### src/pkg/sfrpx_cfg.svh
// Notes on behaviour
// map-select bit routes accesses to mapped area; only software writes change it. The code also clears it at reset.
// software changes map-select by read-modify-write, leaving other control bits alone.
// standard plus mapped areas give 512 register addresses.
// software programs a module's page before touching its paged registers.
// software sets both map-select and a valid page to reach a register.
// page field bits 2:0; manual write loads it, read returns active page.
// write-only slot number bits 5:4 pick storage slot 0 to 3.
// operation 0x: page loaded directly, slot number ignored.
// operation 10: page loaded and old page saved into chosen slot.
// operation 11: written page ignored, page restored from chosen slot.
// bit 3 reserved: reads zero, software writes zero.
// every page register resets to zero.
// watchdog registers reachable only with map-select set.
// capture unit registers and page register reachable with map-select clear.
// four storage slots per module, page-wide, unreadable, cleared at reset.
// paged module accesses decode using the module's active page.
`ifndef SFRPX_CFG_SVH
`define SFRPX_CFG_SVH
`define SFRPX_SYSCTL_ADDR   8'h8F
`define SFRPX_MAP_SEL_BIT   0
`define SFRPX_CCU_PAGE_ADDR 8'hA3
`define SFRPX_WDT_LO_ADDR   8'hBB
`define SFRPX_WDT_HI_ADDR   8'hBF
`define SFRPX_PAGE_MSB      2
`define SFRPX_SLOT_LSB      4
`define SFRPX_OPER_LSB      6
`define SFRPX_PAGE_RESET    8'h00
`define SFRPX_SYSCON_RESET  8'h00
`define SFRPX_NUM_SLOTS     4
`endif

### src/pkg/sfrpx_pkg.sv
package sfrpx_pkg;
    typedef logic [7:0] sfrpx_byte_t;
    typedef logic [2:0] sfrpx_page_t;
    typedef logic [1:0] sfrpx_slot_t;
    typedef enum logic [2:0] {
        SFRPX_OP_MANUAL  = 3'h1,
        SFRPX_OP_SAVE    = 3'h2,
        SFRPX_OP_RESTORE = 3'h4
    } sfrpx_op_t;
    function automatic sfrpx_op_t sfrpx_decode_op(input logic [1:0] op);
        case (op)
            2'h2:    sfrpx_decode_op = SFRPX_OP_SAVE;
            2'h3:    sfrpx_decode_op = SFRPX_OP_RESTORE;
            default: sfrpx_decode_op = SFRPX_OP_MANUAL;
        endcase
    endfunction
endpackage

### src/pkg/sfrpx_page_if.sv
`timescale 1ns/10ps
interface sfrpx_page_if;
    import sfrpx_pkg::*;
    logic        wr;
    sfrpx_byte_t wdata;
    sfrpx_byte_t rdata;
    sfrpx_page_t page;
    modport bank (input wr, input wdata, output rdata, output page);
    modport cpu  (output wr, output wdata, input rdata, input page);
endinterface

### src/verilog/sfrpx_sfr_ext.sv
`timescale 1ns/10ps
`include "sfrpx_cfg.svh"
module sfrpx_sfr_ext (
    input  wire logic          clk_sys,      // system clock
    input  wire logic          resetn,       // async reset, active low
    input  wire logic          sfr_wr,       // cpu write strobe
    input  wire logic          sfr_rd,       // cpu read strobe
    input  wire logic [7:0]    sfr_addr,     // cpu sfr address
    input  wire sfrpx_pkg::sfrpx_byte_t sfr_wdata, // write data
    output sfrpx_pkg::sfrpx_byte_t      sfr_rdata, // read data
    output logic               sfr_map_select, // mapped area active
    output sfrpx_pkg::sfrpx_page_t ccu_page,   // capture unit page
    output sfrpx_pkg::sfrpx_page_t module_page_select,   // generic module page
    output logic               ccu_sel,      // capture unit access
    output logic               wdt_sel,      // watchdog access
    output logic               mod_sel,      // generic module access
    input  wire sfrpx_pkg::sfrpx_byte_t ccu_rdata, // capture unit read
    input  wire sfrpx_pkg::sfrpx_byte_t wdt_rdata, // watchdog read
    input  wire sfrpx_pkg::sfrpx_byte_t mod_rdata, // generic read
    input  wire logic [7:0]    module_page_select_addr // generic page address
);
    import sfrpx_pkg::*;

    // ------------------------------------------------------------
    // reset and page registers
    // ------------------------------------------------------------
    logic rst_n;
    sfrpx_reset_sync u_rst (
        .clk_sys    (clk_sys),
        .resetn     (resetn),
        .rst_n_sync (rst_n)
    );

    sfrpx_page_if ccu_if ();
    sfrpx_page_if mod_if ();

    sfrpx_page_reg u_ccu_page (
        .clk_sys (clk_sys),
        .rst_n   (rst_n),
        .pif     (ccu_if.bank)
    );
    sfrpx_page_reg u_module_page_select (
        .clk_sys (clk_sys),
        .rst_n   (rst_n),
        .pif     (mod_if.bank)
    );

    // ------------------------------------------------------------
    // system control register with map select
    // ------------------------------------------------------------
    sfrpx_byte_t syscon_reg, syscon_next;
    logic        hit_syscon, hit_ccu_page, hit_module_page_select, hit_wdt;
    logic        map;

    function automatic logic in_wdt(input logic [7:0] a);
        in_wdt = a >= `SFRPX_WDT_LO_ADDR && a <= `SFRPX_WDT_HI_ADDR;
    endfunction

    always_comb begin
        map          = syscon_reg[`SFRPX_MAP_SEL_BIT];
        hit_syscon   = sfr_addr == `SFRPX_SYSCTL_ADDR;         // both areas
        hit_ccu_page = !map && sfr_addr == `SFRPX_CCU_PAGE_ADDR;
        hit_module_page_select = map && sfr_addr == module_page_select_addr;
        hit_wdt      = map && in_wdt(sfr_addr);
        syscon_next  = syscon_reg;
        if (sfr_wr && hit_syscon) begin
            syscon_next = sfr_wdata;
        end
    end

    always_ff @(posedge clk_sys or negedge rst_n) begin
        if (!rst_n) begin
            syscon_reg <= `SFRPX_SYSCON_RESET;
        end else begin
            syscon_reg <= syscon_next;
        end
    end

    // ------------------------------------------------------------
    // decode toward modules
    // ------------------------------------------------------------
    assign ccu_if.wr    = sfr_wr && hit_ccu_page;
    assign ccu_if.wdata = sfr_wdata;
    assign mod_if.wr    = sfr_wr && hit_module_page_select;
    assign mod_if.wdata = sfr_wdata;

    // 8-bit address plus map bit spans 512 register addresses
    assign ccu_sel  = !map && !hit_ccu_page && !hit_syscon;
    assign wdt_sel  = hit_wdt;
    assign mod_sel  = map && !hit_wdt && !hit_module_page_select && !hit_syscon;
    assign ccu_page = ccu_if.page;
    assign module_page_select = mod_if.page;
    assign sfr_map_select = map;

    // ------------------------------------------------------------
    // read data, registered
    // ------------------------------------------------------------
    sfrpx_byte_t rdata_reg, rdata_next;
    always_comb begin
        rdata_next = rdata_reg;
        if (sfr_rd) begin
            if (hit_syscon)        rdata_next = syscon_reg;
            else if (hit_ccu_page) rdata_next = ccu_if.rdata;
            else if (hit_module_page_select) rdata_next = mod_if.rdata;
            else if (hit_wdt)      rdata_next = wdt_rdata;
            else if (map)          rdata_next = mod_rdata;
            else                   rdata_next = ccu_rdata;
        end
    end
    always_ff @(posedge clk_sys or negedge rst_n) begin
        if (!rst_n) begin
            rdata_reg <= 8'h00;
        end else begin
            rdata_reg <= rdata_next;
        end
    end
    assign sfr_rdata = rdata_reg;

    // ------------------------------------------------------------
    // checks
    // ------------------------------------------------------------
    map_hold_a: assert property (@(posedge clk_sys) disable iff (!rst_n)
        $fell(sfr_map_select) |-> $past(sfr_wr && hit_syscon))
        else $error("map select cleared without write");
    wdt_map_a: assert property (@(posedge clk_sys) disable iff (!rst_n)
        wdt_sel |-> sfr_map_select && in_wdt(sfr_addr))
        else $error("watchdog selected in standard area");
    ccu_std_a: assert property (@(posedge clk_sys) disable iff (!rst_n)
        ccu_if.wr |-> !sfr_map_select && sfr_addr == 8'hA3)
        else $error("capture page write outside standard area");
    page_rd_a: assert property (@(posedge clk_sys) disable iff (!rst_n)
        sfr_rd && hit_ccu_page |=> sfr_rdata == {5'h00, ccu_page})
        else $error("page readback wrong");
    page_rst_a: assert property (@(posedge clk_sys)
        $rose(rst_n) |-> ccu_page == 3'h0 && module_page_select == 3'h0)
        else $error("page not zero after reset");
    map_c: cover property (@(posedge clk_sys) disable iff (!rst_n)
        $rose(sfr_map_select) ##[1:10] wdt_sel);
    ccu_c: cover property (@(posedge clk_sys) disable iff (!rst_n)
        ccu_if.wr ##1 ccu_sel);
    mod_c: cover property (@(posedge clk_sys) disable iff (!rst_n)
        mod_if.wr ##[1:10] mod_sel);
endmodule

### src/verilog/sfrpx_reset_sync.sv
`timescale 1ns/10ps
module sfrpx_reset_sync (
    input  wire logic clk_sys,  // system clock
    input  wire logic resetn,   // async reset in
    output logic      rst_n_sync // released reset
);
    logic [1:0] sync_reg;
    always_ff @(posedge clk_sys or negedge resetn) begin
        if (!resetn) begin
            sync_reg <= 2'h0;
        end else begin
            sync_reg <= {sync_reg[0], 1'b1};
        end
    end
    assign rst_n_sync = sync_reg[1];
endmodule

### src/verilog/sfrpx_page_reg.sv
`timescale 1ns/10ps
`include "sfrpx_cfg.svh"
module sfrpx_page_reg (
    input  wire logic  clk_sys,  // system clock
    input  wire logic  rst_n,    // synchronised reset
    sfrpx_page_if.bank pif       // write port and state
);
    import sfrpx_pkg::*;
    sfrpx_page_t page_reg, page_next;
    sfrpx_page_t slot_reg  [`SFRPX_NUM_SLOTS];
    sfrpx_page_t slot_next [`SFRPX_NUM_SLOTS];
    sfrpx_slot_t sel;
    sfrpx_op_t   op;

    always_comb begin
        sel       = pif.wdata[`SFRPX_SLOT_LSB +: 2];
        op        = sfrpx_decode_op(pif.wdata[`SFRPX_OPER_LSB +: 2]);
        page_next = page_reg;
        slot_next = slot_reg;
        if (pif.wr) begin
            case (op)
                SFRPX_OP_MANUAL:
                    page_next = pif.wdata[`SFRPX_PAGE_MSB:0];
                SFRPX_OP_SAVE: begin
                    page_next      = pif.wdata[`SFRPX_PAGE_MSB:0];
                    slot_next[sel] = page_reg;
                end
                SFRPX_OP_RESTORE:
                    page_next = slot_reg[sel];
                default:
                    page_next = page_reg;
            endcase
        end
    end

    always_ff @(posedge clk_sys or negedge rst_n) begin
        if (!rst_n) begin
            page_reg <= 3'h0;
            for (int i = 0; i < `SFRPX_NUM_SLOTS; i++) begin
                slot_reg[i] <= 3'h0;
            end
        end else begin
            page_reg <= page_next;
            slot_reg <= slot_next;
        end
    end

    assign pif.page  = page_reg;
    assign pif.rdata = {5'h00, page_reg};

    save_slot_a: assert property (@(posedge clk_sys) disable iff (!rst_n)
        pif.wr && pif.wdata[7:6] == 2'h2 |=>
            slot_reg[$past(pif.wdata[5:4])] == $past(page_reg))
        else $error("save did not store old page");
    restore_a: assert property (@(posedge clk_sys) disable iff (!rst_n)
        pif.wr && pif.wdata[7:6] == 2'h3 |=>
            page_reg == $past(slot_reg[pif.wdata[5:4]]))
        else $error("restore did not load slot");
    manual_a: assert property (@(posedge clk_sys) disable iff (!rst_n)
        pif.wr && !pif.wdata[7] |=> page_reg == $past(pif.wdata[2:0]))
        else $error("manual page write failed");
    hold_page_a: assert property (@(posedge clk_sys) disable iff (!rst_n)
        !pif.wr |=> $stable(page_reg))
        else $error("page changed without write");
    save_c: cover property (@(posedge clk_sys) disable iff (!rst_n)
        pif.wr && pif.wdata[7:6] == 2'h2 ##[1:20]
        pif.wr && pif.wdata[7:6] == 2'h3);
endmodule

### config.mk
export PLATFORM = sky130hd
export DESIGN_NAME = sfrpx_sfr_ext
export DESIGN_NICKNAME = d
export VERILOG_FILES = /design/src/pkg/sfrpx_pkg.sv /design/src/pkg/sfrpx_page_if.sv /design/src/verilog/sfrpx_sfr_ext.sv /design/src/verilog/sfrpx_reset_sync.sv /design/src/verilog/sfrpx_page_reg.sv
export VERILOG_INCLUDE_DIRS = /design/src /design/src/pkg
export SDC_FILE = /design/constraint.sdc
export NUM_CORES = 1
export LEC_CHECK = 0
export ABC_AREA = 1
export BUFFER_PORTS_ARGS = -buffer_cell sky130_fd_sc_hd__buf_2
export CAP_MARGIN = 0
export CORE_MARGIN = 3
export CORE_UTILIZATION = 30
export DETAILED_ROUTE_END_ITERATION = 12
export MAX_ROUTING_LAYER = met4
export SKIP_CTS_REPAIR_TIMING = 1
export SYNTH_ARGS = -nofsm -noshare
export SYNTH_HDL_FRONTEND = slang
export SYNTH_SLANG_ARGS = --single-unit
### constraint.sdc
create_clock -name clk_sys -period 2.4 [get_ports clk_sys]
set_input_delay 0.12 -clock clk_sys [delete_from_list [all_inputs] [get_ports clk_sys]]
set_output_delay 0.12 -clock clk_sys [all_outputs]
set_load 0.01 [all_outputs]
==> load_flow_metrics.sql, run 1 <==
INSERT INTO impl_metrics (metric_group, metric, value, unit) VALUES
('critical_path', 'timing.reg2reg.worst_path_depth', '9', ''),
('timing', 'timing.slew.headroom', '33.24', '%'),
('critical_path', 'worst-endpoint-arrival', '1570', 'ps'),
('clock_tree', 'cts_made_buffers', '5', ''),
('critical_path', 'setup.reg_to_reg.worst_slack', '790', 'ps'),
('placement', 'gp_routability_congestion', '0.7951', ''),
('pwr', 'power_frac_seq', '55.2', '%'),
('floorplan', 'die_h', '102.2', 'microns'),
('hold_path', 'timing.hold.worst.class', 'input port to flop', ''),
('critical_path', 'setup.worst_path.end_class', 'output port', ''),
('critical_path', 'critical_path_type', 'flop to output port', ''),
('hold_path', 'holdCritStartpoint', 'sfr_wdata[3]', ''),
('pwr', 'max-vdd-ir-drop', '0.3173', 'mV'),
('placement', 'setup_ws_pre_cts', '474.3', 'ps'),
('global_routing', 'track_usage', '13.81', '%'),
('route', 'routed_wire_length_per_instance', '12.73', 'microns'),
('pwr', 'power_frac_comb', '14.4', '%'),
('critical_path', 'worstReg2RegStart', 'syscon_reg[0]', ''),
('global_routing', 'grt_max_degree', '47', ''),
('placement', 'place_hpwl', '5.419', 'mm'),
('hold_path', 'holdPathEnd', 'syscon_reg[3]', ''),
('yosys', 'synth.yosys.warnings', '0', ''),
('critical_path', 'critical_path_cell_by_cell', 'inv_6, a21oi_4, nand2_2, nor2_4, nand3_4, nand2_1, a211oi_1, buf_2', ''),
('route', 'dr_total_vias', '2501', ''),
('final_layout', 'antenna_cells_inserted', '0', ''),
('final_layout', 'final_nets', '481', ''),
('critical_path', 'critPathLaunchType', 'flop', ''),
('final_layout', 'final_cell_mix', '111 x sky130_fd_sc_hd__nand2_1, 69 x sky130_fd_sc_hd__buf_2, 47 x sky130_fd_sc_hd__dfrtp_1', ''),
('timing', 'worst_pin_slew', '1001', 'ps'),
('yosys', 'synth.distinct_cells', '31', ''),
('yosys', 'synth_seq_area_share', '43.30', '%'),
('clock_tree', 'clock_sinks', '48', ''),
('timing', 'post-route-period-util', '70.26', '%'),
('global_routing', 'global_route.peak_usage_layer', 'met2', ''),
('pwr', 'p_int', '1125', 'uW'),
('floorplan', 'die_span_x', '102.2', 'microns'),
('timing', 'setup_tns', '0', 'ps'),
('timing', 'final-hold-violation-count', '0', ''),
('final_layout', 'layout-drive-gt1-share', '24.88', '%'),
('route', 'vias_per_cell', '4.649', ''),
('final_layout', 'final_common_cell', 'sky130_fd_sc_hd__nand2_1', ''),
('timing', 'clock.fmax', '593.0', 'MHz'),
('route', 'drc_errors', '0', ''),
('global_routing', 'first_global_vias', '2351', ''),
('timing', 'post-route-min-period', '1686', 'ps'),
('route', 'dr.first_iter.drc_count', '156', ''),
('yosys', 'yosys_register_bits', '48', ''),
('route', 'postRouteWirelength', '6.847', 'mm'),
('critical_path', 'maximum_fanout_count_along_the_critical_path', '10', ''),
('floorplan', 'core', '8848', 'sq um'),
('clock_tree', 'clk_pin_slew', '90', 'ps'),
('clock_tree', 'clock-root-buffer', 'sky130_fd_sc_hd__clkbuf_8', ''),
('timing', 'finClkSkew', '8.681', 'ps'),
('yosys', 'synthesized_net_count', '408', ''),
('timing', 'setup_slack', '713.7', 'ps'),
('final_layout', 'synthToLayoutAreaGrowth', '20.16', '%'),
('route', 'drtAntennaViolNets', '0', ''),
('timing', 'finalMaxSlewViolations', '0', ''),
('global_routing', 'grt_remaining_overflow', '0', ''),
('critical_path', 'reg2reg_to', 'u_module_page_select.slot_reg[9]', ''),
('floorplan', 'initial_core_util', '31.35', '%'),
('pwr', 'sw_frac_of_total', '28.23', '%'),
('pwr', 'power.share.clock', '30.3', '%'),
('global_routing', 'gr-usage-met3', '2.253', '%'),
('placement', 'placed_area', '3236', 'sq um'),
('run_status', 'outcome', 'finished, final reports clean', ''),
('pwr', 'total_power', '1567', 'uW'),
('global_routing', 'initial_antenna_violation_count', '0', ''),
('floorplan', 'std_cell_rows', '34', ''),
('final_layout', 'final_core_util', '37.67', '%'),
('pwr', 'power_leakage', '0.001736', 'uW');
-- layer usage --
| layer | up-vias | share of wire [%] |
|---|---|---|
| met3 | 6 | 7.1 |
| met2 | 76 | 45 |
| met1 | 1113 | 48 |
| met5 | - | 0 |
| li1 | 1306 | - |
| met4 | 0 | 0.61 |
-- power groups by stage --
stage | Clock [uW] | Sequential, uW | Combinational (uW)
floorplan | 0 | 883 | 119
global placement | 0 | 883 | 226
CTS | 495 | 867 | 228
finish | 475 | 865 | 226
detailed placement | 0 | 883 | 227
global route | 515 | 873 | 258
-- synth_stat cells (all sizes together) --
cell type,number,share of area [%]
dfrtp,48,43
mux2,1,0.41
nand3,19,6.7
clkinv,2,0.27
clkbuf,3,0.41
buf,2,0.59
conb,1,0.14
nand4,8,1.8
nor3,4,1.3
nand2,114,16
a21oi,19,3.8
nor2,26,5.8
a22oi,12,3.2
mux2i,3,1.1
inv,47,6.5
a211oi,2,0.54
xor2,2,0.63
o21ai,43,7.8
-- per-stage QoR --
stage | instances | hold slack [ps]
global placement | 529 | -94.97
detailed placement | 529 | -91.08
floorplan | 356 | -175.6
global route | 538 | 64.54
CTS | 537 | -424.3
finish | 538 | 57.60
-- cells by family (layout without fill, tap and decap cells) --
logic type      after synthesis  count (layout)  share of synthesized area [%]
simple gates                171             171                          31.26
other cells                   1               1                         0.1352
flops                        48              48                          43.30
mux                           4               4                          1.489
xor+xnor                      2               2                         0.6316
buf+inv                      54             128                          7.803
compound gates               76              76                          15.38
-- cell type report --
class / instances / area, sq um
Multi-Input combinational cell: 254 / 1356
Fill cell: 940 / 5515
Clock buffer: 5 / 68.82
Inverter: 49 / 188.9
Timing Repair Buffer: 71 / 362.8
Sequential cell: 48 / 1202
Clock inverter: 3 / 18.77
Tap cell: 108 / 135.1
-- worst max-delay path: cells and delay by family, from the launching register on --
| kind | cells | cell delay [ps] |
|---|---|---|
| DFF | 1 | 420 |
| buffers and inverters | 2 | 220 |
| and+or+nand+nor | 4 | 460 |
| AOI/OAI and AO/OA | 2 | 180 |
-- worst max path at each step --
stage | end | startpoint | cells after the start | slack, ps
floorplan | u_module_page_select.slot_reg[10] | syscon_reg[0] | 10 | 810
finish | mod_sel | syscon_reg[0] | 8 | 710
global route | mod_sel | syscon_reg[0] | 8 | 600
global placement | syscon_reg[3] | sfr_addr[7] | 7 | 580
detailed placement | syscon_reg[3] | sfr_addr[7] | 7 | 470
CTS | mod_sel | syscon_reg[0] | 8 | 680
(Power assumes the default switching activity.)
==> run 2, diff against run 1 <==
--- a/config.mk
+++ b/config.mk
@@ -6,7 +6,7 @@
 export SDC_FILE = /design/constraint.sdc
 export NUM_CORES = 1
 export LEC_CHECK = 0
-export ABC_AREA = 1
+export ABC_AREA = 0
 export BUFFER_PORTS_ARGS = -buffer_cell sky130_fd_sc_hd__buf_2
 export CAP_MARGIN = 0
 export CORE_MARGIN = 3
==> constraint.sdc (replaced) <==
create_clock -name clk_sys -period 1.4 [get_ports clk_sys]
set_input_delay 0.07 -clock clk_sys [delete_from_list [all_inputs] [get_ports clk_sys]]
set_output_delay 0.07 -clock clk_sys [all_outputs]
set_load 0.01 [all_outputs]
==> load_flow_metrics.sql, run 2 <==
INSERT INTO impl_metrics (metric_group, metric, value, unit) VALUES
('pwr', 'power_leakage', '0.001741', 'uW'),
('timing', 'post-route-min-period', '1678', 'ps'),
('timing', 'timing.slew.headroom', '65.01', '%'),
('floorplan', 'initial_core_util', '31.36', '%'),
('final_layout', 'layout-drive-gt1-share', '55.09', '%'),
('floorplan', 'pin_count', '70', ''),
('timing', 'final-hold-violation-count', '0', ''),
('final_layout', 'instances_no_fill', '439', ''),
('yosys', 'synthesized_area_fraction_occupied_by_xor_and_xnor_cells', '2.665', '%'),
('yosys', 'synthesis.instances', '230', ''),
('yosys', 'post-synth-top-count-cell', 'sky130_fd_sc_hd__dfrtp_1', ''),
('route', 'postRouteWirelength', '6.997', 'mm'),
('floorplan', 'fp.dieArea', '9922', 'sq um'),
('timing', 'post-route-period-util', '119.9', '%'),
('yosys', 'synthSimpleGateAreaFrac', '14.18', '%'),
('route', 'vias_per_cell', '4.856', ''),
('clock_tree', 'cts_made_buffers', '5', ''),
('floorplan', 'die_span_x', '99.61', 'microns'),
('route', 'drtAntennaViolNets', '0', ''),
('clock_tree', 'clock-root-buffer', 'sky130_fd_sc_hd__clkbuf_8', ''),
('critical_path', 'crit_family', 'simple AND/OR/NAND/NOR gates', ''),
('floorplan', 'std_cell_rows', '33', ''),
('yosys', 'synth_seq_area_share', '45.69', '%'),
('yosys', 'post_synthesis_cell_area', '2629', 'sq um'),
('run_status', 'outcome', 'finished, violations left', ''),
('global_routing', 'first_pass_grt_wire_length', '11.10', 'mm'),
('final_layout', 'synthToLayoutAreaGrowth', '36.84', '%'),
('critical_path', 'worstPathBufferInverterCount', '2', ''),
('yosys', 'netlist_top_cells_area', 'sky130_fd_sc_hd__dfrtp_1 46%, sky130_fd_sc_hd__mux2_2 18%, sky130_fd_sc_hd__mux4_2 5.1%', ''),
('critical_path', 'critPathLaunchType', 'flop', ''),
('critical_path', 'cpPeakStageDelay', '440', 'ps'),
('yosys', 'yosys.area_share.adder', '0', '%'),
('final_layout', 'fillerInstances', '838', ''),
('global_routing', 'first_global_vias', '2166', ''),
('critical_path', 'worst-endpoint-arrival', '1870', 'ps'),
('critical_path', 'critical_path_type', 'flop to flop', ''),
('route', 'dr.first_iter.drc_count', '123', ''),
('yosys', 'synth.yosys.warnings', '0', ''),
('flow_run', 'max_cap_violations', '0', ''),
('yosys', 'post-synth-top-area-cell', 'sky130_fd_sc_hd__dfrtp_1', ''),
('global_routing', 'track_usage', '14.59', '%'),
('critical_path', 'critical_path_cell_by_cell', 'inv_2, nor4_4, buf_4, and3b_2, mux2_4', ''),
('timing', 'clock.fmax', '595.8', 'MHz'),
('global_routing', 'grt_max_degree', '20', ''),
('yosys', 'yosys-mux-area-fraction', '26.61', '%'),
('yosys', 'synth.distinct_cells', '34', ''),
('timing', 'finalMaxSlewViolations', '0', ''),
('yosys', 'synthesized_net_count', '282', ''),
('placement', 'dp_cells', '422', ''),
('route', 'dr_total_vias', '2132', ''),
('yosys', 'synth.cells.most_frequent', '48 x sky130_fd_sc_hd__dfrtp_1, 43 x sky130_fd_sc_hd__mux2_2, 17 x sky130_fd_sc_hd__o21ai_0', ''),
('critical_path', 'worst_path_required_time', '1590', 'ps'),
('clock_tree', 'clock_path_buffers', '2', ''),
('clock_tree', 'number_of_h_tree_branching_levels', '2', ''),
('final_layout', 'final_common_cell', 'sky130_fd_sc_hd__buf_2', ''),
('yosys', 'synth_compound_area_share', '8.472', '%'),
('floorplan', 'die_h', '99.61', 'microns'),
('critical_path', 'maximum_fanout_count_along_the_critical_path', '5', ''),
('run_status', 'failed_checks', 'negative setup slack', ''),
('pwr', 'max-vdd-ir-drop', '0.4458', 'mV'),
('yosys', 'number_of_synthesized_flops_with_an_enable_pin', '0', ''),
('floorplan', 'core', '8382', 'sq um'),
('route', 'drc_errors', '0', ''),
('clock_tree', 'clkLatencyLatePin', '310', 'ps'),
('placement', 'gp_routability_congestion', '0.7926', ''),
('global_routing', 'grt_remaining_overflow', '0', ''),
('clock_tree', 'cts_tree', 'done', ''),
('route', 'routed_wire_length_per_instance', '15.94', 'microns'),
('global_routing', 'initial_antenna_violation_count', '0', ''),
('timing', 'setup_slack', '-278.4', 'ps'),
('route', 'dr.pass1.iters', '4', ''),
('timing', 'finClkSkew', '8.410', 'ps'),
('clock_tree', 'clk_pin_slew', '90', 'ps'),
('critical_path', 'setup.worst_path.end_class', 'flop', ''),
('hold_path', 'timing.hold.worst.class', 'input port to flop', ''),
('yosys', 'postSynth.topFlopCell', 'sky130_fd_sc_hd__dfrtp_1', ''),
('yosys', 'asyncSetResetFlopFracSynth', '100.0', '%'),
('timing', 'worst_pin_slew', '520.8', 'ps'),
('final_layout', 'final_cell_mix', '69 x sky130_fd_sc_hd__buf_2, 46 x sky130_fd_sc_hd__dfrtp_1, 32 x sky130_fd_sc_hd__buf_4', ''),
('final_layout', 'final_nets', '385', ''),
('yosys', 'yosys_register_bits', '48', ''),
('critical_path', 'cp_slowest_cell', 'sky130_fd_sc_hd__dfrtp_2', ''),
('yosys', 'synth_top_area_share', '45.69', '%'),
('timing', 'final-setup-viol-count', '39', ''),
('yosys', 'synth_area_per_cell', '11.43', 'sq um'),
('pwr', 'power.density', '767.3', 'nW/um^2'),
('final_layout', 'antenna_cells_inserted', '0', ''),
('timing', 'setup_tns', '-7208', 'ps'),
('placement', 'port_buffers', '69', ''),
('yosys', 'synth_top_family_by_area', 'multiplexers', ''),
('clock_tree', 'clock_sinks', '48', ''),
('pwr', 'total_power', '2760', 'uW'),
('placement', 'place_hpwl', '5.443', 'mm'),
('timing', 'rsz0062_at_grt', 'true', '');
-- run 2: cell count changes after synthesis, sizes merged, moves of 7 or more --
cell / change
a21oi: -12
a22oi: -10
inv: -44
mux2: +42
nand2: -100
nand3: -11
nor2: -12
nor2b: +7
o21ai: -26
xnor2: +7
-- run 2: power by group --
part           switching [uW]  internal (uW)
Sequential               39.7           1420
Combinational             215            220
Clock                     462            400
-- run 2: routing by layer --
metal / vias to the layer above / track usage [%] / share of wire, %
met1: 1023 / 19.21 / 48
met3: 6 / 3.156 / 5.8
li1: 1047 / - / -
met4: 0 / 3.466 / 1.0
met5: - / - / 0
met2: 56 / 23.09 / 45
-- run 2: stage by stage --
stage	hold slack, ps	worst slack, ps	cell area [sq um]	utilization (%)
detailed placement	-144.3	-348.8	3338	39.83
floorplan	-225.6	-266.8	2691	-
global placement	-144.2	-343.1	3338	39.83
finish	31.17	-278.4	3597	42.92
global route	29.17	-329.6	3597	42.92
CTS	-479.4	-371.2	3436	40.99
-- run 2: final timing paths --
path                              startpoint                                end  slack (ps)  depth (start not counted)
min in group asynchronous             resetn                  u_rst.sync_reg[1]          60                          2
setup / recovery               syscon_reg[0]  u_module_page_select.slot_reg[11]        -280                          5
max in group asynchronous  u_rst.sync_reg[1]                      syscon_reg[5]         640                          1
setup reg to reg               syscon_reg[0]  u_module_page_select.slot_reg[11]        -280                          5
hold reg to reg            u_rst.sync_reg[1]                      syscon_reg[1]         210                          0
hold / removal                  sfr_wdata[1]                      syscon_reg[1]          30                          2
-- run 2: cell type report --
cell class	count	area, sq um	area share (%)
multi-input combinational	168	1494	41.53
timing repair buffer	107	659.4	18.33
inverter	3	11.26	0.3130
clock inverter	2	15.01	0.4174
sequential	48	1204	33.46
tap	105	131.4	3.652
clock buffer	6	82.58	2.296
-- run 2: logic make-up after synthesis --
group / Yosys count
xor+xnor: 8
simple gates: 64
mux: 57
other cells: 1
buf+inv: 14
compound gates: 38
flops: 48
